File: config.mk
export PLATFORM = sky130hd
export DESIGN_NAME = pfbp_top
export DESIGN_NICKNAME = d
export VERILOG_FILES = /design/src/hw/pfbp_pkg.sv /design/src/hw/pfbp_top.sv
export SDC_FILE = /design/constraint.sdc
export NUM_CORES = 1
export LEC_CHECK = 0
export BUFFER_PORTS_ARGS = -buffer_cell sky130_fd_sc_hd__buf_4
export CAP_MARGIN = 40
export CORE_MARGIN = 3
export CORE_UTILIZATION = 52
export DETAILED_ROUTE_END_ITERATION = 8
export GPL_TIMING_DRIVEN = 0
export HOLD_SLACK_MARGIN = 0.03
export MAX_ROUTING_LAYER = met4
export PLACE_DENSITY = 0.79
export SYNTH_ARGS = -nofsm -noshare
export SYNTH_HDL_FRONTEND = slang
export SYNTH_SLANG_ARGS = --single-unit
File: constraint.sdc
create_clock -name clk_i -period 2 [get_ports clk_i]
set_input_delay 0.1 -clock clk_i [delete_from_list [all_inputs] [get_ports clk_i]]
set_output_delay 0.1 -clock clk_i [all_outputs]
set_load 0.01 [all_outputs]
File: src/hw/pfbp_pkg.sv
// Purpose: Constants and types for the power-fail backup policy block.
// Assumes: 32-bit AXI4-Lite register access, 25 MHz clock.
// Notes: Offsets are byte addresses of aligned words.
package pfbp_pkg;

  // ----------------------------------------------------------------
  // Register offsets
  // ----------------------------------------------------------------
  localparam logic [7:0] PFBP_CTRL = 8'h00;
  localparam logic [7:0] PFBP_DELAY = 8'h04;
  localparam logic [7:0] PFBP_TARGET = 8'h08;
  localparam logic [7:0] PFBP_SERIAL = 8'h0C;
  localparam logic [7:0] PFBP_GAPS = 8'h10;
  localparam logic [7:0] PFBP_GEOM = 8'h14;
  localparam logic [7:0] PFBP_PREAMBLE = 8'h18;
  localparam logic [7:0] PFBP_STATUS = 8'h1C;
  localparam logic [7:0] PFBP_EVENT = 8'h20;

  // ----------------------------------------------------------------
  // Control bit positions
  // ----------------------------------------------------------------
  localparam int CTRL_AUTO_SAVE = 0;
  localparam int CTRL_AUTO_RESTORE = 1;
  localparam int CTRL_VERIFY = 2;
  localparam int CTRL_LINKED = 3;
  localparam int CTRL_LOW_BATTERY_WRITE_PROTECT = 4;
  localparam int CTRL_SPIN_SAVE = 5;

  // ----------------------------------------------------------------
  // Values after reset and other constants
  // ----------------------------------------------------------------
  localparam logic [5:0] RST_CTRL = 6'h23;
  localparam logic [7:0] RST_DELAY = 8'h05;
  localparam logic [2:0] RST_TARGET = 3'h1;
  localparam logic [13:0] RST_SERIAL = 14'h0000;
  localparam logic [7:0] RST_INDEX_TO_HEADER_GAP = 8'h11;
  localparam logic [7:0] RST_HEADER_TO_DATA_GAP = 8'h11;
  localparam logic [7:0] RST_DATA_TO_NEXT_SECTOR_GAP = 8'h20;
  localparam logic [7:0] RST_SECTORS = 8'h04;
  localparam logic [7:0] RST_TRACKS = 8'h80;
  localparam logic [7:0] RST_REPLACEMENT_BLOCK = 8'h00;
  localparam logic [7:0] RST_TABLE_COPIES = 8'h01;
  localparam logic [7:0] RST_DATA_PREAMBLE = 8'h0F;
  localparam logic [7:0] RST_HEADER_PREAMBLE = 8'h0C;
  localparam logic [13:0] SERIAL_MAX = 14'h270F;
  localparam logic [4:0] BITS_PER_WORD_CLOCK = 5'h10;

  // ----------------------------------------------------------------
  // Timebase
  // ----------------------------------------------------------------
  localparam int CLK_HZ = 25000000;
  localparam int SECOND_S = 1;
  localparam int SECOND_CYCLES = CLK_HZ * SECOND_S;

  typedef enum logic [1:0] {
    PFBP_VOL_NONE,
    PFBP_VOL_INVALID,
    PFBP_VOL_VALID
  } pfbp_vol_t;

  typedef enum logic [3:0] {
    PFBP_BOOT,
    PFBP_RESTORE,
    PFBP_INIT,
    PFBP_FORMAT,
    PFBP_RUN,
    PFBP_WAIT,
    PFBP_SAVE,
    PFBP_VERIFY,
    PFBP_SHUTDOWN
  } pfbp_state_t;

endpackage : pfbp_pkg

File: src/hw/pfbp_top.sv
// Purpose: Save, restore, format and write-protect policy of a battery-backed disk.
// Assumes: Power, battery and spin inputs are asynchronous; operation done strobes are local.
// Notes: Registers are reached over AXI4-Lite.
//
// The AXI4-Lite slave port and the address map are this design's own decisions.

module pfbp_top #(
  parameter int SECOND_COUNT = pfbp_pkg::SECOND_CYCLES,
  parameter logic [13:0] SERIAL_INIT = pfbp_pkg::RST_SERIAL
) (
  input wire logic clk_i,
  input wire logic nrst_i,
  input wire logic [7:0] s_axi_awaddr,
  input wire logic s_axi_awvalid,
  output logic s_axi_awready,
  input wire logic [31:0] s_axi_wdata,
  input wire logic [3:0] s_axi_wstrb,
  input wire logic s_axi_wvalid,
  output logic s_axi_wready,
  output logic [1:0] s_axi_bresp,
  output logic s_axi_bvalid,
  input wire logic s_axi_bready,
  input wire logic [7:0] s_axi_araddr,
  input wire logic s_axi_arvalid,
  output logic s_axi_arready,
  output logic [31:0] s_axi_rdata,
  output logic [1:0] s_axi_rresp,
  output logic s_axi_rvalid,
  input wire logic s_axi_rready,
  input wire logic ac_fail_i,
  input wire logic battery_ready_i,
  input wire logic spin_down_req_i,
  input wire logic [1:0] saved_volume_i,
  input wire logic op_done_i,
  output logic restore_start_o,
  output logic init_start_o,
  output logic format_start_o,
  output logic save_start_o,
  output logic verify_start_o,
  output logic shutdown_o,
  output logic write_protect_o,
  output logic mark_invalid_o,
  output logic linked_cmds_o,
  output logic [2:0] target_id_o,
  output logic [13:0] drive_id_o
);
  import pfbp_pkg::*;

  // ----------------------------------------------------------------
  // State
  // ----------------------------------------------------------------
  typedef struct packed {
    logic [1:0] ac_sync;
    logic [1:0] batt_sync;
    logic [1:0] spin_sync;
    logic spin_prev;
    logic [1:0] settle;
    pfbp_state_t state;
    logic [31:0] tick;
    logic [7:0] secs;
    logic [5:0] ctrl;
    logic [7:0] delay;
    logic [2:0] target;
    logic [13:0] serial;
    logic [23:0] gaps;
    logic [31:0] geom;
    logic [15:0] preamble;
    logic aw_held;
    logic w_held;
    logic [7:0] awaddr;
    logic [31:0] wdata;
    logic awready;
    logic wready;
    logic bvalid;
    logic [1:0] bresp;
    logic arready;
    logic rvalid;
    logic [1:0] rresp;
    logic [31:0] rdata;
    logic restore_start;
    logic init_start;
    logic format_start;
    logic save_start;
    logic verify_start;
    logic shutdown;
    logic write_protect;
    logic mark_invalid;
    logic saved_ok;
  } pfbp_reg_t;

  pfbp_reg_t r;
  pfbp_reg_t next_r;
  logic ac;
  logic batt;
  logic spin_edge;
  logic wr_fire;
  logic wr_ok;
  logic [31:0] rd_word;

  assign ac = r.ac_sync[1];
  assign batt = r.batt_sync[1];
  assign spin_edge = r.spin_sync[1] & ~r.spin_prev;
  assign wr_fire = r.aw_held & r.w_held & ~r.bvalid;

  // ----------------------------------------------------------------
  // Read mux
  // ----------------------------------------------------------------
  always_comb begin
    wr_ok = 1'b1;
    rd_word = 32'h00000000;
    unique case (s_axi_araddr)
      PFBP_CTRL: rd_word = {26'h0, r.ctrl};
      PFBP_DELAY: rd_word = {24'h000000, r.delay};
      PFBP_TARGET: rd_word = {29'h0, r.target};
      PFBP_SERIAL: rd_word = {18'h0, r.serial};
      PFBP_GAPS: rd_word = {8'h00, r.gaps};
      PFBP_GEOM: rd_word = r.geom;
      PFBP_PREAMBLE: rd_word = {16'h0000, r.preamble};
      PFBP_STATUS: rd_word = {24'h000000, r.saved_ok, r.mark_invalid,
                              r.write_protect, batt, r.state};
      PFBP_EVENT: rd_word = {24'h000000, r.secs};
      default: wr_ok = 1'b0;
    endcase
  end

  // ----------------------------------------------------------------
  // Next state
  // ----------------------------------------------------------------
  always_comb begin
    next_r = r;
    next_r.ac_sync = {r.ac_sync[0], ac_fail_i};
    next_r.batt_sync = {r.batt_sync[0], battery_ready_i};
    next_r.spin_sync = {r.spin_sync[0], spin_down_req_i};
    next_r.spin_prev = r.spin_sync[1];
    next_r.settle = {r.settle[0], 1'b1};
    next_r.restore_start = 1'b0;
    next_r.init_start = 1'b0;
    next_r.format_start = 1'b0;
    next_r.save_start = 1'b0;
    next_r.verify_start = 1'b0;

    // AXI4-Lite write channel.
    if (s_axi_awvalid & r.awready) begin
      next_r.aw_held = 1'b1;
      next_r.awaddr = s_axi_awaddr;
      next_r.awready = 1'b0;
    end
    next_r.wready = ~r.w_held & ~(s_axi_wvalid & r.wready);
    if (s_axi_wvalid & r.wready) begin
      next_r.w_held = 1'b1;
      next_r.wdata = s_axi_wdata;
    end
    next_r.awready = ~r.aw_held & ~(s_axi_awvalid & r.awready);
    if (wr_fire) begin
      next_r.bvalid = 1'b1;
      next_r.bresp = 2'b00;
      unique case (r.awaddr)
        PFBP_CTRL: next_r.ctrl = r.wdata[5:0];
        PFBP_DELAY: begin
          if (r.wdata[7:0] != 8'h00) begin
            next_r.delay = r.wdata[7:0];
          end
        end
        PFBP_TARGET: next_r.target = r.wdata[2:0];
        PFBP_SERIAL: begin
          // An empty entry is bit 31 clear; out-of-range values are refused.
          if (r.wdata[31] && r.wdata[13:0] <= SERIAL_MAX) begin
            next_r.serial = r.wdata[13:0];
          end
        end
        PFBP_GAPS: next_r.gaps = r.wdata[23:0];
        PFBP_GEOM: next_r.geom = r.wdata;
        PFBP_PREAMBLE: next_r.preamble = r.wdata[15:0];
        PFBP_STATUS, PFBP_EVENT: next_r.bresp = 2'b00;
        default: next_r.bresp = 2'b10;
      endcase
    end
    if (r.bvalid & s_axi_bready) begin
      next_r.bvalid = 1'b0;
      next_r.aw_held = 1'b0;
      next_r.w_held = 1'b0;
    end

    // AXI4-Lite read channel.
    next_r.arready = ~r.rvalid & ~(s_axi_arvalid & r.arready);
    if (s_axi_arvalid & r.arready) begin
      next_r.rvalid = 1'b1;
      next_r.rdata = rd_word;
      next_r.rresp = wr_ok ? 2'b00 : 2'b10;
    end
    if (r.rvalid & s_axi_rready) begin
      next_r.rvalid = 1'b0;
    end

    // Write protection while the battery charges.
    // The battery level counts as unknown until its synchroniser has filled after reset.
    next_r.write_protect = r.ctrl[CTRL_LOW_BATTERY_WRITE_PROTECT] & ~(batt & r.settle[1]);
    if (~r.ctrl[CTRL_LOW_BATTERY_WRITE_PROTECT] & ~batt & r.settle[1]) begin
      next_r.mark_invalid = 1'b1;
    end

    // Policy sequencer.
    unique case (r.state)
      PFBP_BOOT: begin
        if (r.ctrl[CTRL_AUTO_RESTORE] && saved_volume_i == PFBP_VOL_VALID) begin
          next_r.restore_start = 1'b1;
          next_r.state = PFBP_RESTORE;
        end else begin
          next_r.init_start = 1'b1;
          next_r.state = PFBP_INIT;
        end
      end
      PFBP_RESTORE: begin
        if (op_done_i) begin
          next_r.state = PFBP_RUN;
        end
      end
      PFBP_INIT: begin
        if (op_done_i) begin
          next_r.format_start = 1'b1;
          next_r.state = PFBP_FORMAT;
        end
      end
      PFBP_FORMAT: begin
        if (op_done_i) begin
          next_r.state = PFBP_RUN;
        end
      end
      PFBP_RUN: begin
        next_r.tick = 32'h00000000;
        next_r.secs = 8'h00;
        if (ac) begin
          if (r.ctrl[CTRL_AUTO_SAVE] && batt) begin
            next_r.state = PFBP_WAIT;
          end else begin
            next_r.shutdown = 1'b1;
            next_r.state = PFBP_SHUTDOWN;
          end
        end else if (spin_edge && r.ctrl[CTRL_SPIN_SAVE]) begin
          next_r.save_start = 1'b1;
          next_r.state = PFBP_SAVE;
        end
      end
      PFBP_WAIT: begin
        if (!ac) begin
          next_r.state = PFBP_RUN;
        end else if (r.tick == 32'(SECOND_COUNT - 1)) begin
          next_r.tick = 32'h00000000;
          next_r.secs = r.secs + 8'h01;
          if (r.secs + 8'h01 == r.delay) begin
            next_r.save_start = 1'b1;
            next_r.state = PFBP_SAVE;
          end
        end else begin
          next_r.tick = r.tick + 32'h00000001;
        end
      end
      PFBP_SAVE: begin
        if (op_done_i) begin
          if (r.ctrl[CTRL_VERIFY]) begin
            next_r.verify_start = 1'b1;
            next_r.state = PFBP_VERIFY;
          end else begin
            next_r.saved_ok = 1'b1;
            next_r.shutdown = 1'b1;
            next_r.state = PFBP_SHUTDOWN;
          end
        end
      end
      PFBP_VERIFY: begin
        if (op_done_i) begin
          next_r.saved_ok = 1'b1;
          next_r.shutdown = 1'b1;
          next_r.state = PFBP_SHUTDOWN;
        end
      end
      PFBP_SHUTDOWN: begin
        next_r.shutdown = 1'b1;
      end
      default: next_r.state = PFBP_BOOT;
    endcase
  end

  // ----------------------------------------------------------------
  // Registers
  // ----------------------------------------------------------------
  always_ff @(posedge clk_i or negedge nrst_i) begin
    if (!nrst_i) begin
      r <= '0;
      r.state <= PFBP_BOOT;
      r.ctrl <= RST_CTRL;
      r.delay <= RST_DELAY;
      r.target <= RST_TARGET;
      r.serial <= SERIAL_INIT;
      r.gaps <= {RST_DATA_TO_NEXT_SECTOR_GAP, RST_HEADER_TO_DATA_GAP,
                 RST_INDEX_TO_HEADER_GAP};
      r.geom <= {RST_TABLE_COPIES, RST_REPLACEMENT_BLOCK, RST_TRACKS, RST_SECTORS};
      r.preamble <= {RST_HEADER_PREAMBLE, RST_DATA_PREAMBLE};
    end else begin
      r <= next_r;
    end
  end

  assign s_axi_awready = r.awready;
  assign s_axi_wready = r.wready;
  assign s_axi_bresp = r.bresp;
  assign s_axi_bvalid = r.bvalid;
  assign s_axi_arready = r.arready;
  assign s_axi_rdata = r.rdata;
  assign s_axi_rresp = r.rresp;
  assign s_axi_rvalid = r.rvalid;
  assign restore_start_o = r.restore_start;
  assign init_start_o = r.init_start;
  assign format_start_o = r.format_start;
  assign save_start_o = r.save_start;
  assign verify_start_o = r.verify_start;
  assign shutdown_o = r.shutdown;
  assign write_protect_o = r.write_protect;
  assign mark_invalid_o = r.mark_invalid;
  assign linked_cmds_o = r.ctrl[CTRL_LINKED];
  assign target_id_o = r.target;
  assign drive_id_o = r.serial;

endmodule : pfbp_top

; Word level (Yosys, flattened, before mapping)
; Cells that the tools add are included.
; Widths: inputs -> output; s select.
[word_totals]
regBits = 248
input_bits = 65
[classes]
n_eq_ne = 39
reduce_logical = 30
n_addsub = 2
bitwise = 27
mux = 49
order_cmp = 1
[ops]
columns = op, n
row1 = $pmux 32 s9, 1
row2 = $pmux 40 s2, 1
row3 = $eq 8x5->1 const B, 8
row4 = $mux 4, 11
row5 = $mux 40, 1
row6 = $mux 35, 1
row7 = $add 32x1->32 const B, 1
row8 = $eq 32x25->1 const B, 1
row9 = $eq 8x4->1 const B, 4
row10 = $mux 32, 1
row11 = $pmux 4 s8, 1
row12 = $mux 1, 21
row13 = $reduce_or 9->1, 2
row14 = $eq 4x3->1 const B, 4
row15 = $eq 8x3->1 const B, 2
row16 = $eq 8x6->1 const B, 2
row17 = $logic_not 8->1, 2
row18 = $ne 2x2->1 const B, 8
row19 = $and 1x1->1, 15
row20 = $le 14x14->1 const B, 1
row21 = $mux 2, 6
row22 = $not 1->1, 12
row23 = $reduce_and 2->1, 6
row24 = $reduce_bool 2->1, 6
row25 = 21 further kinds, 30

; Logic depth before layout (Yosys ltp)
; Gate-level depths: netlist (run 1).
[logic_depth]
word_depth = 6
depth_mapped = 9
mapped_depth_nobuf = 7

; Least setup slack after synthesis (run 1)
; Ideal clock, no wire load.
[synth_path]
path_kind = flip-flop to flip-flop
start = register r, in the netlist s_axi_bvalid
end = register r, in the netlist drive_id_o[10]
setup_ns = 0.125
arrival_ns = 1.861
slack_ns = 0.015
path_stages_with_launch = 8
period_less_slack_ns = 1.985
t_required_ns = 1.875
cell_sequence = dfrtp_1 -> nand3b_4 -> nor4_4 -> and2b_1 -> nand4_1 -> a21oi_2 -> buf_4 -> mux2_2
[synth_via]
elab_chain_cells = 3
[synth_lines]
columns = element, line_no
row1 = from (decl), pfbp_top.sv:91  ; pfbp_reg_t r;
row2 = from (signal assigned), pfbp_top.sv:300  ; r <= next_r;
row3 = $not 1->1, pfbp_top.sv:103  ; assign wr_fire = r.aw_held & r.w_held & ~r.bvalid;
row4 = $and 1x1->1, pfbp_top.sv:103
row5 = $reduce_and 3->1 (no line), n/a
; No other way between the ends.
; A chain may end at the register's enable or synchronous reset.

; Final worst setup path (run 1)
[layout_path]
start = register r, in the netlist s_axi_bvalid
end = register r, in the netlist drive_id_o[12]
; Same word-level chain as after synthesis.

==> run metrics, run 1 <==
status complete, but fails checks; failing checks setup timing; initial antenna violation count 0; Crit path depth 7; flops & latches, synth between 200 and 250; Post-Synth XOR/XNOR Area 0.02536; Worst-Skew Late Latency between 0.5 and 0.6 ns; reg2reg end drive_id_o[12]; f_max roughly 0.48 GHz; final core utilization 0.6933; largest net degree at the start of global routing between 90 and 100; Final Non-Filler Cells 1470; syn avg cell area ~12 µm²; Crit path max-delay family simple AND/OR/NAND/NOR gates; Final Slew Violations 0; Die Width around 150 µm; Congestion Overflow GR 0; worst-path maximum fanout 5; power per cell area about 990 nW/µm²; clock-pin slew on the worst setup and hold paths ~0.06 ns; GRT Util Overall 0.2442; proportion of synthesized area in mux cells 0.1542; initial drt markers just over 700; layout cells sized above 1 0.4385; initial core utilization 0.5355; Hold Crit Start s_axi_arvalid; worst vdd ir about 0.9 mV; routed wl met3 roughly 1.5 mm; WP buf/inv 1; reg-to-reg slack, setup -0.08 ns; post-synthesis simple-gate area fraction 0.1160; hold depth 3; register area share after synthesis 0.5423; clock sink count between 200 and 250; CTS tree built; critical path data arrival time 2.49 ns; DR WL/cell around 20 µm; final period utilization 1.040; HP Class in -> reg; RR Startpoint s_axi_bvalid; Setup WS pre-CTS -0.4999 ns; R2R depth 7; Startpoint Class flip-flop; MaxCap Viol Count 0; yosys warns 0; DRC 0; Post-layout nets 1243; Fillers about 1400; vias per cell ~5.8; Post-synth EDFFs 0; critical path, cell by cell nand3b_4 > nor4_4 > and2b_2 > nand4_1 > a21oi_4 > buf_8 > mux2_4; hold path endpoint s_axi_arready; area leader, netlist dfrtp_1; Netlist Area Pre-Place 11400 µm²; Least-Margin Pin Slew approximately 0.72 ns; CTS root buffer clkbuf_16; die height 154.1 µm; Clock Skew approximately 0.014 ns; first-pass GRT wire length 45.90 mm; CP max stage cell dfrtp_1; WS Path Type reg -> reg; Worst slew margin 0.5219; diodes inserted 0; vias in the first global route approximately 8600; CP max stage delay 0.39 ns; final setup margin -0.08053 ns; RSZ-0062 raised after global routing yes; Detail Route Antenna Nets 0; ys async rst share 1.000; Synth Instances roughly 930; Synth Area in Compound Gates 0.09901; WP data required 2.41 ns; final hold viol count 0; Total Routed Length slightly below 30 mm; top-area cell type share of the netlist area 0.4962; WL met1 around 12 mm; Setup Viol. Count Final 18; Post-Synth Adder-Cell Area 0.002195; RePlAce Congestion slightly below 0.9; setup TNS -0.9709 ns; dominant synthesized flop cell dfrtp_1; Site Rows 53; largest family of logic cells by synthesized area multiplexers; placed cells 1334; Core ar. 21290 µm²; top post-synthesis cells by area dfrtp_1, mux2_2, dfstp_2; uppermost layer routed met4; die area roughly 24000 µm²; CTS H-tree depth 1; DR vias between 8000 and 9000; metal2 WL roughly 14 mm; HPWL after DPL 18.43 mm; Area Overhead vs Synth 29.47%; drt pass-1 iters 6; TritonCTS Buffers 26; CP endpoint kind flip-flop; I/O Buffers 124; Max Buffers Root-to-Sink 3; leakage power between 6 and 7 nW; Final Critical Period approximately 2.1 ns; Top Ports between 100 and 150; Yosys cell types 77
==> stage by stage <==
step	total power, mW	instance area [µm²]	hold slack, ns
global placement	9.439	12680	0.2105
finish	14.58	14760	0.07037
floorplan	8.521	11400	-0.1956
global route	15.24	14760	0.09533
detailed placement	9.621	12740	0.1018
CTS	14.39	14400	0.05555
==> Yosys cell counts, types with 5 or more instances <==
library cell,n
and2_1,5
and3_1,9
a21o_1,11
nor4_1,6
o31ai_1,11
a22oi_1,14
buf_1,5
a21oi_1,23
xor2_1,20
mux2_2,145
nand2_1,60
clkbuf_1,10
nor3_1,12
nand3_1,24
buf_2,17
nand4_1,15
a222oi_1,12
mux2i_1,8
xnor2_1,13
dfstp_2,20
nor2_1,49
a22o_1,16
inv_1,9
nand2b_1,5
buf_4,55
dfrtp_1,226
o21ai_0,37
and4_1,5
==> cells by family after synthesis <==
kind of cell / Yosys count
flops: 246
simple gates: 231
compound gates: 159
mux: 155
xor+xnor: 33
buf+inv: 104
fa+ha+maj: 2
other cells: 2
==> routing by layer <==
layer / GRT usage / vias up
met5: - / -
met4: 0.06770 / 0
met3: 0.03293 / 68
met2: 0.3989 / 290
met1: 0.3235 / 4319
li1: - / 3835
==> registers in the layout, indices dropped and copies added (netlist names), 3 cells and up <==
signal,cells
s_axi_rdata,32
r,174
next_r,5
drive_id_o,14
target_id_o,3
==> where the power goes <==
group | internal (mW) | switching (mW) | leakage [nW] | total, mW
logic | 1.64 | 1.38 | 3.42 | 3.02
registers | 6.00 | 1.04 | 3.19 | 7.04
clock network | 2.59 | 1.93 | 0.389 | 4.52
total | 10.2 | 4.36 | 7.00 | 14.6
==> cells in the final DEF (no fill, tap or decap), drive strengths merged, types with 24 or more instances in the layout <==
cell / netlist / final
o21ai: 42 / 42
dlygate4sd3: 1 / 57
buf: 80 / 238
clkbuf: 14 / 54
nor2: 49 / 49
nand3: 24 / 24
dfrtp: 226 / 226
nand2: 61 / 61
a21oi: 25 / 25
mux2: 145 / 145
==> worst max-delay path by stage <==
| stage | start | to | slack (ns) |
|---|---|---|---|
| floorplan | s_axi_bvalid | drive_id_o[10] | 0.01 |
| global route | s_axi_bvalid | drive_id_o[12] | -0.14 |
| finish | s_axi_bvalid | drive_id_o[12] | -0.08 |
| global placement | nrst_i | s_axi_wready | -1.10 |
| CTS | s_axi_bvalid | drive_id_o[12] | -0.06 |
| detailed placement | r[55] | drive_id_o[11] | -0.50 |
==> area by class of cell <==
| cell class | count | area (µm²) | share of cell area |
|---|---|---|---|
| Sequential cell | 246 | 6192 | 0.4196 |
| Multi-Input combinational cell | 583 | 4853 | 0.3289 |
| Timing Repair Buffer | 217 | 1847 | 0.1251 |
| Clock buffer | 39 | 750.7 | 0.05087 |
| Buffer | 93 | 691.9 | 0.04688 |
| Tap cell | 275 | 344.1 | 0.02331 |
| Clock inverter | 8 | 45.04 | 0.003052 |
| Inverter | 9 | 33.78 | 0.002289 |
==> repair_timing <==
| action | in CTS | in global routing |
|---|---|---|
| cloned | 1 | 2 |
| resized for setup | 44 | 85 |
| setup endpoints to repair | 113 | 138 |
| setup buffers | 16 | 17 |
| pin swaps | 8 | 17 |
| hold endpoints to repair | 126 | 0 |
| hold buffers | 56 | 0 |
==> tightest hold or removal path, delay by kind of cell <==
kind                   cells  cell delay [ns]
buffers and inverters      1             0.09
and+or+nand+nor            2             0.35
Note: power is estimated with default switching activity, not from simulation.
==> run 2: changes to the inputs <==
- CORE_MARGIN: 3 -> default
==> run 2 against run 1 <==
The flow still finishes with violations (setup timing). Cell area rose by 0.73%. Worst hold slack worse by 0.0053 ns. Global-route usage rose by 2.1 points. Critical path depth is 1 higher. Worst setup slack worse by 0.017 ns. Clock power is 12% higher. Clock skew rose by 0.0025 ns. Register-to-register slack worse by 0.02 ns. Clock-buffer cell count shrank 5. Critical endpoint is now r[227].
==> run metrics, run 2 (synthesized netlist as in run 1, its figures left out) <==
status complete, but fails checks; failing checks setup timing; vias per cell 5.737 (-0.92%); commonest non-fill, non-tap cell in the layout dfrtp_1; Detail Route Antenna Nets 0 (unchanged); Post-layout nets 1245 (+0.16%); Hold Crit Start s_axi_arvalid; CP endpoint kind flip-flop; TritonCTS Buffers 27 (+3.8%); WP data required 2.40 ns (about the same); initial core utilization 0.5355 (unchanged); WS Path Type reg -> reg; drt pass-1 iters 6 (unchanged); register share of total power 0.465 (-0.018); RSZ-0062 raised after global routing yes; Final Critical Period 2.098 ns (+0.01721 ns); HP Class in -> reg; DR vias 8457 (-0.65%); clock-pin slew on the worst setup and hold paths 0.06 ns (about the same); f_max 0.4767 GHz (-0.82%); diodes inserted 0 (unchanged); worst vdd ir 0.9917 mV (+9.1%); dpl cell area 12740 µm² (unchanged); placed cells 1334 (unchanged); Final Slew Violations 0 (unchanged); setup TNS -0.9248 ns (+0.04616 ns); Fillers 1417 (-1.6%); die height 150.1 µm (-2.6%); leakage power 7.074 nW (+1.1%); Crit. Startpoint r[231]; RR Startpoint r[231]; RePlAce Congestion 0.9060 (+1.6%); initial antenna violation count 0 (unchanged); Congestion Overflow GR 0 (unchanged); internal power 10.57 mW (+3.4%); Least-Margin Pin Slew 0.6884 ns (-0.02870 ns); GRT Util Overall 0.2649 (+0.02078); Hold Slack 0.06504 ns (-0.005337 ns); most used cell along the critical path buf_6; die area 22520 µm² (-5.1%); Register Area 6196 µm² (about the same); worst-path maximum fanout 6 (+1); Max Buffers Root-to-Sink 3 (unchanged); critical path, cell by cell and4bb_1 > nand4_4 > buf_6 > o31ai_4 > buf_6 > o21ai_1 > nand2_1 > o21ai_0; CP max stage cell dfrtp_1; final setup margin -0.09775 ns (-0.01721 ns); CP max stage delay 0.45 ns (+0.06 ns); final period utilization 1.049 (+0.008607); vias in the first global route 8570 (-0.12%); Setup Viol. Count Final 23 (+5); commonest non-fill, non-tap cells in the layout dfrtp_1, buf_4, mux2_2; CTS tree built; Worst-Skew Late Latency 0.54 ns (+0.02 ns); Startpoint Class flip-flop; I/O Buffers 124 (unchanged); MaxCap Viol Count 0 (unchanged); Clock Skew 0.01603 ns (+0.002451 ns); Clock power frac 0.338 (+0.028); max reg flops 174 (unchanged); Psw 4.391 mW (+0.81%); clock sink count 246 (unchanged); largest net degree at the start of global routing 122 (+24%); footprint of the multi-input gates 4840 µm² (-0.28%); cell area after layout 14870 µm² (+0.73%); Largest Register r; Core ar. 21290 µm² (unchanged); Sw Ratio 0.2934 (-0.005386); Top Ports 132 (unchanged); Site Rows 53 (unchanged); final hold viol count 0 (unchanged); initial drt markers 552 (-22%); Worst slew margin 0.5411 (+0.01913); Area Overhead vs Synth 30.42%; CTS H-tree depth 1 (unchanged); first-pass GRT wire length 45.10 mm (-1.7%); CTS root buffer clkbuf_16; layout cells sized above 1 0.4420 (+0.003541); Comb power frac 0.197 (-0.010); power per cell area 1007 nW/µm² (+1.9%); DR WL/cell 19.39 µm (-1.9%); Total Routed Length 28.58 mm (-1.6%); Die Width 150.1 µm (-2.6%); HPWL after DPL 17.92 mm (-2.8%); Final Non-Filler Cells 1474 (+0.27%); DRC 0 (unchanged); critical path data arrival time 2.50 ns (about the same)
==> run 2: changes by cell type in the layout (fill, tap and decap cells not counted), moves of 3 or more <==
cell | previous run | this run
clkbuf_1 | 15 | 10
nand3_2 | 4 | 0
o21ai_1 | 11 | 15
buf_2 | 10 | 13
buf_4 | 208 | 205
bufinv_16 | 0 | 3
clkinv_2 | 6 | 9
dfrtp_1 | 217 | 214
dfrtp_2 | 9 | 12
nand3_1 | 20 | 23
o31ai_1 | 10 | 7
o31ai_2 | 1 | 4
==> run 2: power by group through the flow <==
stage | Combinational (mW) | Sequential (mW) | Clock, mW
2_1_floorplan | 1.83 | 6.69 | 0
3_3_place_gp | 2.49 | 6.94 | 0
3_5_place_dp | 2.60 | 6.99 | 0
4_1_cts | 2.82 | 6.92 | 5.08
5_1_grt | 3.20 | 7.08 | 5.34
6_report | 2.95 | 6.96 | 5.05
==> run 2: through the flow <==
stage | power [mW] | util | worst slack, ns
after CTS | 14.82 | 0.6800 | -0.07359
after floorplan | 8.521 | - | 0.01455
after global placement | 9.433 | 0.5955 | -1.076
final | 14.97 | 0.6983 | -0.09775
after global routing | 15.61 | 0.6983 | -0.1749
after detailed placement | 9.593 | 0.5985 | -0.4625
==> run 2: worst max-delay path, delay by kind of cell, from the launching register on <==
kind            cells  cell delay [ns]
simple gates        3             0.62
compound gates      3             0.56
buf+inv             2             0.32
flops               1             0.45
==> run 2: final cells by class <==
cell class | count | area share
sequential | 246 | 0.4168
multi-input combinational | 583 | 0.3256
timing repair buffer | 217 | 0.1247
clock buffer | 34 | 0.04924
buffer | 94 | 0.04705
tap | 275 | 0.02315
clock inverter | 16 | 0.01128
inverter | 9 | 0.002273
==> run 2: final timing paths <==
check	to	slack [ns]	depth (start not counted)
setup / recovery	r[227]	-0.1	8
hold / removal	s_axi_arready	0.07	3
setup reg to reg	r[227]	-0.1	8
hold reg to reg	r[240]	0.34	0
max in group asynchronous	r[213]	1.16	3
min in group asynchronous	r[220]	0.18	3
==> run 2: layer usage <==
metal | part of all wire | vias up | global-route usage
li1 | - | 3843 | -
met1 | 0.42 | 4229 | 0.3432
met2 | 0.49 | 316 | 0.4259
met3 | 0.056 | 69 | 0.03689
met4 | 0.034 | 0 | 0.09646
met5 | 0 | - | -
==> run 2: timing repair <==
item,4_1_cts,5_1_grt
hold buffers,57,0
setup endpoints to repair,112,138
gates resized for setup,42,77
buffers inserted,13,19
pin swaps,8,17
hold endpoints to repair,281,0
cloned,1,2
